<file path="config.mk">
export PLATFORM = sky130hd
export DESIGN_NAME = uart_rx_error_irq_wake
export DESIGN_NICKNAME = d
export VERILOG_FILES = /design/src/design/uart_rx_error_irq_wake.v /design/src/design/rx_sampler.v /design/src/design/rx_fifo2.v
export VERILOG_INCLUDE_DIRS = /design/src /design/src/shared
export SDC_FILE = /design/constraint.sdc
export NUM_CORES = 1
export LEC_CHECK = 0
export ABC_AREA = 1
export BUFFER_PORTS_ARGS = -buffer_cell sky130_fd_sc_hd__buf_2
export CAP_MARGIN = 40
export CORE_ASPECT_RATIO = 1.75
export CORE_MARGIN = 2
export CORE_UTILIZATION = 65
export CTS_BUF_LIST = sky130_fd_sc_hd__clkbuf_4
export CTS_CLUSTER_SIZE = 25
export DETAILED_ROUTE_END_ITERATION = 6
export GPL_TIMING_DRIVEN = 0
export PLACE_DENSITY = 0.88
export SYNTH_ARGS = -nofsm -noshare
export SYNTH_HDL_FRONTEND = slang
export SYNTH_SLANG_ARGS = --single-unit
</file>
<file path="constraint.sdc">
create_clock -name CLK_IN -period 5.8 [get_ports CLK_IN]
set_input_delay 1.16 -clock CLK_IN [delete_from_list [all_inputs] [get_ports CLK_IN]]
set_output_delay 1.16 -clock CLK_IN [all_outputs]
set_load 0.02 [all_outputs]
</file>
<file path="src/shared/rx_err_regs.vh">
// Register offsets, field positions, reset values and timing counts of the receive/error block
`ifndef RX_ERR_REGS_VH
`define RX_ERR_REGS_VH

// ============================================================
// Register byte addresses (APB, one aligned word each)
`define OFS_STATUS      12'h000
`define OFS_DATA        12'h004
`define OFS_CTRL_ONE    12'h008
`define OFS_CTRL_TWO    12'h00c
`define OFS_BAUD        12'h010
`define OFS_POWER       12'h014

// ============================================================
// Status field positions
`define ST_PARITY       0
`define ST_FRAMING      1
`define ST_NOISE        2
`define ST_OVERRUN      3
`define ST_RX_IDLE      4
`define ST_RX_AVAIL     5
`define ST_TX_IDLE      6
`define ST_TX_EMPTY     7

// ============================================================
// Control one field positions
`define C1_MODE         7
`define C1_NINE_BIT     6
`define C1_PARITY_EN    5
`define C1_PARITY_ODD   4
`define C1_TWO_STOP     3
`define C1_BIT8         0

// ============================================================
// Control two field positions
`define C2_RX_EN        7
`define C2_ADDR_DET     4
`define C2_WAKE         3
`define C2_RX_INT       2
`define C2_TX_IDLE_INT  1
`define C2_TX_EMPTY_INT 0

// ============================================================
// Power control field positions
`define PW_CLK_OFF      0
`define PW_GLOBAL_INT   1
`define PW_SERIAL_INT   2
`define PW_UART_EN      3

// ============================================================
// Reset values
`define RST_CTRL_ONE    8'h00
`define RST_CTRL_TWO    8'h00
`define RST_BAUD        8'h00
`define RST_POWER       8'h00

// ============================================================
// Timing: oscillator start-up after wake, in ns, and its cycle count at 50 MHz
`define STARTUP_NS      2000
`define CLK_PERIOD_NS   20
`define STARTUP_CYCLES  ((`STARTUP_NS + `CLK_PERIOD_NS - 1) / `CLK_PERIOD_NS)

`endif

</file>
<file path="src/design/uart_rx_error_irq_wake.v">
// UART receiver with error flags, interrupt request, address detect and RX wake-up
`timescale 1ns/100ps
`default_nettype none
`include "rx_err_regs.vh"

module uart_rx_error_irq_wake #(
    parameter STARTUP_COUNT = `STARTUP_CYCLES
) (
    // Clock, reset and enable
    input  wire        CLK_IN,
    input  wire        RST_N_IN,
    input  wire        CE_IN,
    // APB slave
    input  wire        PSEL_IN,
    input  wire        PENABLE_IN,
    input  wire        PWRITE_IN,
    input  wire [11:0] PADDR_IN,
    input  wire [31:0] PWDATA_IN,
    output reg  [31:0] PRDATA_OUT,
    output reg         PREADY_OUT,
    output reg         PSLVERR_OUT,
    // Serial line and transmitter status
    input  wire        RX_IN,
    input  wire        TX_EMPTY_IN,
    input  wire        TX_IDLE_IN,
    // Interrupt request, low pulse, and wake event
    output reg         IRQ_N_OUT,
    output reg         WAKE_OUT
);
    // ============================================================
    // Receiver states
    localparam S_IDLE  = 2'h0;
    localparam S_START = 2'h1;
    localparam S_DATA  = 2'h2;
    localparam S_STOP  = 2'h3;

    reg  [7:0]  uart_control_one_q;
    reg  [7:0]  uart_control_two_q;
    reg  [7:0]  baud_divisor_reg_q;
    reg  [7:0]  power_q;
    reg         overrun_flag_q;
    reg         status_seen_q;
    reg  [1:0]  state_q;
    reg  [3:0]  phase_q;
    reg  [3:0]  bitn_q;
    reg  [8:0]  shift_q;
    reg         par_q;
    reg         noise_acc_q;
    reg         ferr_q;
    reg         perr_q;
    reg         stop2_q;
    reg  [7:0]  div_q;
    reg         rx_prev_q;
    reg         waking_q;
    reg  [15:0] startup_q;
    reg         wake_pend_q;
    reg         tx_empty_prev_q;
    reg         tx_idle_prev_q;

    wire        clk_off   = power_q[`PW_CLK_OFF];
    wire        run       = CE_IN && !clk_off && !waking_q;
    wire        nine      = uart_control_one_q[`C1_NINE_BIT];
    wire        par_en    = uart_control_one_q[`C1_PARITY_EN];
    wire        rx_on     = uart_control_two_q[`C2_RX_EN] && power_q[`PW_UART_EN] &&
                            uart_control_one_q[`C1_MODE];
    wire        rx_int_en = uart_control_two_q[`C2_RX_INT];
    wire        tick      = run && (div_q == 8'h00);
    wire [3:0]  nbits     = nine ? 4'h9 : 4'h8;
    wire        vote;
    wire        noisy;
    wire        fifo_empty;
    wire        fifo_full;
    wire [11:0] fifo_rd;
    wire        done;
    wire        overrun;
    wire        apb_acc   = PSEL_IN && PENABLE_IN && !PREADY_OUT;
    wire        rd_stat   = apb_acc && !PWRITE_IN && (PADDR_IN == `OFS_STATUS);
    wire        rd_data   = apb_acc && !PWRITE_IN && (PADDR_IN == `OFS_DATA);
    wire        pop       = rd_data && status_seen_q;
    wire [11:0] push_word;
    wire        top_bit;
    wire        fall;

    // ============================================================
    // Bit sampling at sixteen times the baud rate
    rx_sampler u_sampler (
        .clk     (CLK_IN),
        .rst_n   (RST_N_IN),
        .en      (CE_IN),
        .tick    (tick),
        .rx      (RX_IN),
        .phase   (phase_q),
        .bit_q   (vote),
        .noisy_q (noisy)
    );

    // ============================================================
    // Receive buffer: {noise, parity, framing, nine data bits}
    assign done      = tick && (state_q == S_STOP) && (phase_q == 4'ha) && !stop2_q;
    assign overrun   = done && fifo_full && !pop;
    // Noise of the last stop bit is decided in the same cycle as the push
    assign push_word = {noise_acc_q | noisy, perr_q, ferr_q | !vote, shift_q};
    assign top_bit   = nine ? shift_q[8] : shift_q[7];

    rx_fifo2 #(
        .WIDTH (12),
        .DEPTH (2)
    ) u_fifo (
        .clk   (CLK_IN),
        .rst_n (RST_N_IN),
        .en    (CE_IN),
        .push  (done && !overrun),
        .wdata (push_word),
        .pop   (pop),
        .rdata (fifo_rd),
        .empty (fifo_empty),
        .full  (fifo_full)
    );

    // ============================================================
    // Baud divider; frozen with the UART clock, so frames pause
    always @(posedge CLK_IN or negedge RST_N_IN) begin
        if (!RST_N_IN)
            div_q <= 8'h00;
        else if (run)
            div_q <= (div_q == 8'h00) ? baud_divisor_reg_q : div_q - 8'h01;
    end

    // ============================================================
    // Receive state machine
    always @(posedge CLK_IN or negedge RST_N_IN) begin
        if (!RST_N_IN) begin
            state_q     <= S_IDLE;
            phase_q     <= 4'h0;
            bitn_q      <= 4'h0;
            shift_q     <= 9'h000;
            par_q       <= 1'b0;
            noise_acc_q <= 1'b0;
            ferr_q      <= 1'b0;
            perr_q      <= 1'b0;
            stop2_q     <= 1'b0;
        end else if (tick) begin
            phase_q <= phase_q + 4'h1;
            case (state_q)
                S_IDLE: begin
                    phase_q <= 4'h0;
                    if (rx_on && !RX_IN) begin
                        state_q     <= S_START;
                        noise_acc_q <= 1'b0;
                        ferr_q      <= 1'b0;
                        par_q       <= uart_control_one_q[`C1_PARITY_ODD];
                        bitn_q      <= 4'h0;
                    end
                end
                S_START: begin
                    if (phase_q == 4'ha) begin
                        noise_acc_q <= noisy;
                        state_q     <= vote ? S_IDLE : S_DATA;
                    end
                end
                S_DATA: begin
                    if (phase_q == 4'ha) begin
                        noise_acc_q <= noise_acc_q | noisy;
                        if (bitn_q < nbits) begin
                            shift_q <= nine ? {vote, shift_q[8:1]} : {1'b0, vote, shift_q[7:1]};
                            par_q   <= par_q ^ vote;
                        end
                        bitn_q <= bitn_q + 4'h1;
                        if (bitn_q == (par_en ? nbits : nbits - 4'h1)) begin
                            // Parity bit is the last one sampled when enabled; it is not shifted in
                            perr_q  <= par_en && ((par_q ^ vote) != 1'b0);
                            state_q <= S_STOP;
                            stop2_q <= uart_control_one_q[`C1_TWO_STOP];
                        end
                    end
                end
                S_STOP: begin
                    if (phase_q == 4'ha) begin
                        ferr_q <= ferr_q | !vote;
                        // First of two stops may carry noise as well
                        noise_acc_q <= noise_acc_q | noisy;
                        if (stop2_q)
                            stop2_q <= 1'b0;
                        else
                            state_q <= S_IDLE;
                    end
                end
                default: state_q <= S_IDLE;
            endcase
        end
    end

    // ============================================================
    // Overrun flag; set wins over the read-sequence clear
    always @(posedge CLK_IN or negedge RST_N_IN) begin
        if (!RST_N_IN) begin
            overrun_flag_q <= 1'b0;
            status_seen_q  <= 1'b0;
        end else if (CE_IN) begin
            if (overrun)
                overrun_flag_q <= 1'b1;
            else if (pop)
                overrun_flag_q <= 1'b0;
            if (rd_stat)
                status_seen_q <= 1'b1;
            else if (rd_data)
                status_seen_q <= 1'b0;
        end
    end

    // ============================================================
    // Wake-up: edge on RX while clock stopped, then start-up delay
    assign fall = rx_prev_q && !RX_IN;

    always @(posedge CLK_IN or negedge RST_N_IN) begin
        if (!RST_N_IN) begin
            rx_prev_q   <= 1'b1;
            waking_q    <= 1'b0;
            startup_q   <= 16'h0000;
            wake_pend_q <= 1'b0;
            WAKE_OUT    <= 1'b0;
        end else if (CE_IN) begin
            rx_prev_q <= RX_IN;
            WAKE_OUT  <= 1'b0;
            if (clk_off && fall && uart_control_two_q[`C2_WAKE] && rx_on && rx_int_en) begin
                WAKE_OUT    <= 1'b1;
                waking_q    <= 1'b1;
                startup_q   <= STARTUP_COUNT[15:0];
                wake_pend_q <= power_q[`PW_GLOBAL_INT] && power_q[`PW_SERIAL_INT];
            end else if (waking_q && !clk_off) begin
                // Receiver is held off until the oscillator settles
                if (startup_q <= 16'h0001)
                    waking_q <= 1'b0;
                else
                    startup_q <= startup_q - 16'h0001;
            end else if (!waking_q) begin
                wake_pend_q <= 1'b0;
            end
        end
    end

    // ============================================================
    // Interrupt request: one-cycle low pulse on any enabled event
    always @(posedge CLK_IN or negedge RST_N_IN) begin
        if (!RST_N_IN) begin
            IRQ_N_OUT       <= 1'b1;
            tx_empty_prev_q <= 1'b0;
            tx_idle_prev_q  <= 1'b0;
        end else if (CE_IN) begin
            tx_empty_prev_q <= TX_EMPTY_IN;
            tx_idle_prev_q  <= TX_IDLE_IN;
            IRQ_N_OUT <= !(
                (TX_EMPTY_IN && !tx_empty_prev_q && uart_control_two_q[`C2_TX_EMPTY_INT]) ||
                (TX_IDLE_IN && !tx_idle_prev_q && uart_control_two_q[`C2_TX_IDLE_INT]) ||
                (rx_int_en && done && !overrun &&
                 (!uart_control_two_q[`C2_ADDR_DET] || top_bit)) ||
                (rx_int_en && overrun) ||
                (wake_pend_q && waking_q && !clk_off && startup_q <= 16'h0001));
        end
    end

    // ============================================================
    // APB slave: one wait state, error on unmapped address
    always @(posedge CLK_IN or negedge RST_N_IN) begin
        if (!RST_N_IN) begin
            uart_control_one_q <= `RST_CTRL_ONE;
            uart_control_two_q <= `RST_CTRL_TWO;
            baud_divisor_reg_q <= `RST_BAUD;
            power_q            <= `RST_POWER;
            PRDATA_OUT         <= 32'h0000_0000;
            PREADY_OUT         <= 1'b0;
            PSLVERR_OUT        <= 1'b0;
        end else if (CE_IN) begin
            PREADY_OUT  <= PSEL_IN && PENABLE_IN && !PREADY_OUT;
            PSLVERR_OUT <= 1'b0;
            PRDATA_OUT  <= 32'h0000_0000;
            // Status is read-only; writes to it are ignored
            if (apb_acc && PWRITE_IN) begin
                case (PADDR_IN)
                    `OFS_CTRL_ONE: uart_control_one_q <= {PWDATA_IN[7:1], uart_control_one_q[0]};
                    `OFS_CTRL_TWO: uart_control_two_q <= PWDATA_IN[7:0];
                    `OFS_BAUD:     baud_divisor_reg_q <= PWDATA_IN[7:0];
                    `OFS_POWER:    power_q            <= PWDATA_IN[7:0];
                    `OFS_STATUS, `OFS_DATA: ;
                    default:       PSLVERR_OUT <= 1'b1;
                endcase
            end else if (apb_acc) begin
                case (PADDR_IN)
                    `OFS_STATUS: PRDATA_OUT <= {24'h000000, TX_EMPTY_IN, TX_IDLE_IN,
                                                !fifo_empty,
                                                state_q == S_IDLE, overrun_flag_q,
                                                !fifo_empty && fifo_rd[11],
                                                !fifo_empty && fifo_rd[9],
                                                !fifo_empty && fifo_rd[10]};
                    `OFS_DATA:   PRDATA_OUT <= {24'h000000, fifo_rd[7:0]};
                    `OFS_CTRL_ONE: PRDATA_OUT <= {24'h000000, uart_control_one_q[7:1], fifo_rd[8]};
                    `OFS_CTRL_TWO: PRDATA_OUT <= {24'h000000, uart_control_two_q};
                    `OFS_BAUD:     PRDATA_OUT <= {24'h000000, baud_divisor_reg_q};
                    `OFS_POWER:    PRDATA_OUT <= {24'h000000, power_q};
                    default:       PSLVERR_OUT <= 1'b1;
                endcase
            end
        end
    end
endmodule

`default_nettype wire

</file>
<file path="src/design/rx_sampler.v">
// Majority vote over three of sixteen samples per bit, with noise detection
`timescale 1ns/100ps
`default_nettype none

module rx_sampler (
    // Clock and reset
    input  wire       clk,
    input  wire       rst_n,
    input  wire       en,
    // Sample strobe and line
    input  wire       tick,
    input  wire       rx,
    input  wire [3:0] phase,
    // Decision
    output reg        bit_q,
    output reg        noisy_q
);
    reg [2:0] smp_q;

    // ============================================================
    // Collect samples 7, 8 and 9, then vote on sample 9
    always @(posedge clk or negedge rst_n) begin
        if (!rst_n) begin
            smp_q   <= 3'h0;
            bit_q   <= 1'b1;
            noisy_q <= 1'b0;
        end else if (en && tick) begin
            if (phase == 4'h7)
                smp_q[0] <= rx;
            if (phase == 4'h8)
                smp_q[1] <= rx;
            if (phase == 4'h9) begin
                // Disagreement among samples marks noise
                bit_q   <= (smp_q[0] & smp_q[1]) | (smp_q[0] & rx) | (smp_q[1] & rx);
                noisy_q <= !((smp_q[0] == smp_q[1]) && (smp_q[1] == rx));
            end
        end
    end
endmodule

`default_nettype wire

</file>
<file path="src/design/rx_fifo2.v">
// Two-entry receive FIFO, each entry a data word with its error flags
`timescale 1ns/100ps
`default_nettype none

module rx_fifo2 #(
    parameter WIDTH = 12,
    parameter DEPTH = 2
) (
    // Clock and reset
    input  wire             clk,
    input  wire             rst_n,
    input  wire             en,
    // Write side
    input  wire             push,
    input  wire [WIDTH-1:0] wdata,
    // Read side
    input  wire             pop,
    output wire [WIDTH-1:0] rdata,
    output wire             empty,
    output wire             full
);
    reg [WIDTH-1:0] mem_q [0:DEPTH-1];
    reg [1:0]       cnt_q;
    reg             rd_q;
    reg             wr_q;
    integer         i;
    // A push while full is taken when a pop frees a slot in the same cycle
    wire            do_pop  = pop && !empty;
    wire            do_push = push && (!full || do_pop);

    assign empty = (cnt_q == 2'h0);
    assign full  = (cnt_q == DEPTH[1:0]);
    assign rdata = mem_q[rd_q];

    // ============================================================
    // Pointers and storage; push on full is dropped by the caller
    always @(posedge clk or negedge rst_n) begin
        if (!rst_n) begin
            cnt_q <= 2'h0;
            rd_q  <= 1'b0;
            wr_q  <= 1'b0;
            for (i = 0; i < DEPTH; i = i + 1)
                mem_q[i] <= {WIDTH{1'b0}};
        end else if (en) begin
            if (do_push) begin
                mem_q[wr_q] <= wdata;
                wr_q        <= ~wr_q;
            end
            if (do_pop)
                rd_q <= ~rd_q;
            if (do_push && !do_pop)
                cnt_q <= cnt_q + 2'h1;
            else if (!do_push && do_pop)
                cnt_q <= cnt_q - 2'h1;
        end
    end
endmodule

`default_nettype wire

</file>
# Word-level counts from Yosys, hierarchy flattened
# Index checks and enable logic that the tools add are counted.
# word_totals
mem_bits_rw,0
latchBits,0
mem_bits_ro,0
output_inout_bits,36
memories,0
in_bits,53
register_bits,154
# op_classes
n_addsub,7
div_mod_pow,0
n_mul,0
eq_ne,27
bitwise,12
shifts,0
reduce_logical,109
n_lt_le_gt_ge,5
n_mux,59
# op_table
op,count
$logic_and A1 B1 Y1,48
$mux W12,4
$mux W16,3
$pmux W8 S6,1
$mux W1,26
$bwmux W24,1
$eq A12 B4 Y1 const B,2
$eq A12 B5 Y1 const B,2
$mux W8,3
$reduce_and A3 Y1,7
$reduce_and A4 Y1,5
$logic_not A1 Y1,18
$mux W2,9
$le A16 B1 Y1 const B,1
$mux W4,4
$ne A2 B2 Y1 const B,8
$reduce_and A2 Y1,8
$reduce_bool A2 Y1,8
$sub A16 B1 Y16 const B,1
$demux W12 S1,1
$eq A12 B3 Y1 const B,1
$eq A4 B4 Y1 const B,3
$logic_not A12 Y1,1
$reduce_and A5 Y1,2
30 further kinds,52

# Depth between registers and ports, before layout
# depth
depth_word,16
mapped_depth,15

# Hierarchy
# A second synthesis with hierarchy kept.
# hier_totals
hier_cells,962
hier_area_um2,7404.6
# modules_own_cells
mod,n_inst,cells_each,area_each_um2
uart_rx_error_irq_wake,1,751,5789.3
rx_fifo2,1,170,1333.8
rx_sampler,1,41,281.5

# Worst setup path before layout
# No wires, ideal clock.
# synth_path
path_kind,input -> register
from,input CE_IN
to,register u_fifo.cnt_q[1]
t_required_ns,5.669
arrival_ns,2.972
path_buffers,0
setup_slack_ns,2.697
cell_stages,13
cell_sequence,inv_2 -> nor3_4 -> nand3_4 -> nor2_4 -> nand2_4 -> clkinv_4 -> nand2_1 -> inv_1 -> ha_1 -> or2_2 -> a21oi_1 -> o21ai_0 -> xor2_1
# synth_via
elab_chain_cells,15
word_cells_on_any_way,17
cone_classes,1 x mux; 16 x reduce/logical
# synth_rtl
element,line,rtl
"start, declared",uart_rx_error_irq_wake.v:12,"input wire CE_IN,"
$logic_and A1 B1 Y1 (2 in series),uart_rx_error_irq_wake.v:61,wire run = CE_IN && !clk_off && !waking_q;
$logic_and A1 B1 Y1,uart_rx_error_irq_wake.v:67,wire tick = run && (div_q == 8'h00);
$logic_and A1 B1 Y1 (3 in series),uart_rx_error_irq_wake.v:99,assign done = tick && (state_q == S_STOP) && (phase_q == 4'ha) && !stop2_q;
$logic_and A1 B1 Y1 (2 in series),uart_rx_error_irq_wake.v:100,assign overrun = done && fifo_full && !pop;
$logic_not A1 Y1,uart_rx_error_irq_wake.v:112,".push (done && !overrun),"
$logic_and A1 B1 Y1,uart_rx_error_irq_wake.v:112,
$logic_and A1 B1 Y1,rx_fifo2.v:29,wire do_push = push && (!full || do_pop);
$logic_not A1 Y1,rx_fifo2.v:53,else if (!do_push && do_pop)
$logic_and A1 B1 Y1,rx_fifo2.v:53,
$reduce_bool A2 Y1 (no line),-,
$reduce_and A2 Y1 (no line),-,
"end signal, assigned",rx_fifo2.v:52,cnt_q <= cnt_q + 2'h1;
"end signal, assigned",rx_fifo2.v:54,cnt_q <= cnt_q - 2'h1;
"end, declared",rx_fifo2.v:23,reg [1:0] cnt_q;
# Several ways; a longest one is shown, not always the timed one.
# A chain may end at the register's enable or synchronous reset.

# Worst setup path in the final report
# Same ends and word-level chain as after synthesis.

==> results.ini <==
[status]
status=completed

[clocking]
root_buffer=clkbuf_4
cts_tree=done
ctsHoldBuffers=0
clk_transition_reported_paths_ns=0.10
htree_levels=4
ctsResizeCount=0
cts_max_path_buffers=2
cts_setup_buffers=0
clk-insertion-delay-late_ns=0.53
cts_made_buffers=17
cts.sinks=130

[global_route]
grt-ovfl-total=0
grt_pass1_vias=6654
grt_max_degree=82
grtUsageTotal_pct=32.7
grt_pass1_wl_um=30800
antenna_found_initial=1

[placement]
gp_congestion=1.01
io_buffers=40
dpl.hpwl_um=14100

[sta]
worst_slew_pin_slew_ns=0.528
setup_violations=0
post-route-period-util_pct=53.0
tns_ns=0
fin_hold_ws_ns=0.483
skew_ns=0.0212
maxSlewViolCount=0
rsz0062_at_grt=false
fmax_ghz=0.325
hold_violations=0
slew_headroom_pct=64.8
finalCriticalPeriod_ns=3.07

[pwr]
comb_power_share_pct=12.6
irDropWorstVdd_mv=0.196
power_density_nw_per_um2=230
clkPwrFrac_pct=33.6
internal_power_w=0.00132
power_leakage_nw=4.25
p_sw_share_pct=27.7
p_seq_share_pct=53.8
p_switching_w=0.000507

[cells_and_area]
num-nets-final=1097
syn_to_final_growth_pct=10.7
fill_cells=856
drive_gt1_share_pct=11.5

[floorplan]
dieArea_sq_um=12000
row_count=50
start_util_pct=66.8
core_region_area_sq_um=10800
die_w_um=83.5
io_pins=89
die_h_um=143

[routing]
ant_nets=0
wire_per_inst_um=15.9
via_count=6606
drt_wl_total_um=18700
first_iter_violations=535
vias_per_cell=5.62
drt-pass1-iter-count=7
drc=0

[worst_setup_path]
worstPathArrival_ns=3.47
cp_slowest_cell=nor3_4
path_cells=buf_2 -> inv_2 -> nor3_4 -> nand3_4 -> nor2_4 -> nand2_4 -> clkinv_4 -> nand2_1 -> inv_1 -> ha_1 -> or2_2 -> a21oi_1 -> o21ai_0 -> xor2_1
endpoint_kind=flop
path_max_fanout=10
cp.required_ns=6.20
startpoint_type=input port
max_stage_delay_ns=0.36
worstSetupPathType=input port to flop

[logic_synthesis]
yosys.cell_types.count=38
synthCells=948
ys_seq_area_share_pct=45.3
yosysWarnings=0
netlist_area_sq_um=7190
async_flop_share_pct=100
synth_enable_flop_cells=0
syn_avg_cell_area_sq_um=7.59
synthFlopType=dfrtp_1
ys_seq_elements=130

[job]
maxCapViolCount=0

[hold_path]
hp-class=flop to flop

[path summary, 6_finish.rpt]
| path | slack [ns] | to | startpoint | depth (start not counted) |
|---|---|---|---|---|
| worst max register to register | 2.88 | u_fifo.cnt_q[1] | div_q[0] | 15 |
| worst min-delay path | 0.48 | u_fifo.mem_q[4] | u_fifo.mem_q[4] | 2 |
| max in group asynchronous | 4.44 | IRQ_N_OUT | RST_N_IN | 2 |
| worst max-delay path | 2.73 | u_fifo.cnt_q[1] | CE_IN | 14 |
| min in group asynchronous | 0.54 | div_q[5] | RST_N_IN | 1 |
| worst min register to register | 0.48 | u_fifo.mem_q[4] | u_fifo.mem_q[4] | 2 |
[cell usage in the layout (no fill, tap or decap), types with 11 or more instances in the layout]
cell type | synthesis | routed
a21oi_1 | 15 | 15
dfrtp_1 | 127 | 127
ha_1 | 12 | 12
buf_2 | 2 | 42
conb_1 | 1 | 24
clkbuf_1 | 21 | 21
o21ai_0 | 89 | 89
buf_4 | 25 | 25
nand4_1 | 48 | 48
nand2_1 | 298 | 298
clkbuf_4 | 0 | 18
nor2_1 | 88 | 88
xor2_1 | 15 | 15
nand3_1 | 70 | 70
inv_1 | 77 | 77
nor3_1 | 11 | 11
[power groups by stage]
stage / clock network [W] / logic, W / registers, W
floorplan: 0 / 0.000158 / 0.000995
global placement: 0 / 0.000216 / 0.00100
detailed placement: 0 / 0.000228 / 0.00100
CTS: 0.000618 / 0.000229 / 0.000984
global route: 0.000659 / 0.000261 / 0.000991
finish: 0.000614 / 0.000230 / 0.000984
[Yosys cell counts (all sizes together) (2+ instances only)]
cell type | n | area share (%)
nand2 | 301 | 16
dfrtp | 127 | 44
nor2 | 91 | 5.0
o21ai | 90 | 6.3
inv | 79 | 4.1
nand3 | 73 | 5.6
nand4 | 48 | 4.2
buf | 32 | 3.5
clkbuf | 21 | 1.1
a21oi | 15 | 1.0
xor2 | 15 | 1.8
ha | 12 | 2.1
nor3 | 12 | 0.99
xnor2 | 5 | 0.61
o211ai | 4 | 0.42
o31ai | 4 | 0.42
dfstp | 3 | 1.1
nor3b | 3 | 0.31
nand3b | 2 | 0.21
o21a | 2 | 0.21
or2 | 2 | 0.17
[registers in the layout, summed over array words and instances, names as in the netlist, 2 cells and up, named ones only]
| register | count |
|---|---|
| u_fifo.cnt_q | 2 |
| uart_control_one_q | 7 |
| uart_control_two_q | 8 |
| startup_q | 16 |
| PRDATA_OUT | 8 |
| shift_q | 9 |
| div_q | 8 |
| power_q | 8 |
| bitn_q | 4 |
| phase_q | 4 |
| u_fifo.mem_q | 24 |
| baud_divisor_reg_q | 8 |
| u_sampler.smp_q | 2 |
[layer usage]
layer / track usage (%) / part of all wire [%] / vias to the layer above
li1: - / - / 3224
met1: 33.4 / 35 / 3036
met2: 58.9 / 53 / 256
met3: 6.36 / 5.2 / 90
met4: 23.9 / 7.0 / 0
met5: 0 / 0 / -
[area by class of cell]
cell class	count	area (sq um)	share of cell area, %
clock inverters	13	144	1.81
plain buffers	53	333	4.18
clock buffers	18	135	1.70
well taps	130	163	2.04
repair buffers	42	239	3.00
diodes	1	2.50	0.0314
flip-flops and latches	130	3260	40.9
inverters	80	305	3.83
multi-input cells	708	3380	42.5
[critical path, delay by kind of cell]
family | cells | cell delay [ns]
AO/OA/AOI/OAI | 2 | 0.24
XOR/XNOR | 1 | 0.16
adder cells (fa/ha/maj) | 1 | 0.21
buffers and inverters | 4 | 0.38
AND/OR/NAND/NOR | 6 | 1.31
[metrics by stage]
step | instance area (sq um) | power (W) | utilization [%] | worst slack [ns] | instances
6_report | 7960 | 0.00183 | 74.0 | 2.73 | 1175
5_1_grt | 7960 | 0.00191 | 74.0 | 2.58 | 1175
4_1_cts | 7960 | 0.00183 | 74.0 | 2.77 | 1174
3_5_place_dp | 7680 | 0.00123 | 71.4 | 2.21 | 1143
3_3_place_gp | 7640 | 0.00122 | 71.0 | 1.88 | 1141
2_1_floorplan | 7280 | 0.00115 | - | 2.70 | 971
[cell families (layout without fill, tap and decap cells)]
| logic type | count (synthesis) | count (layout) | synth area share [%] |
|---|---|---|---|
| and+or+nand+nor | 533 | 533 | 32.5 |
| buffers and inverters | 133 | 206 | 8.87 |
| DFF | 130 | 130 | 45.3 |
| AOI/OAI and AO/OA | 119 | 119 | 8.77 |
| xor gates and xnor gates | 20 | 20 | 2.44 |
| adders and majority gates | 12 | 12 | 2.09 |
| other | 1 | 25 | 0.0521 |
Note: power is estimated with default switching activity, not from simulation.
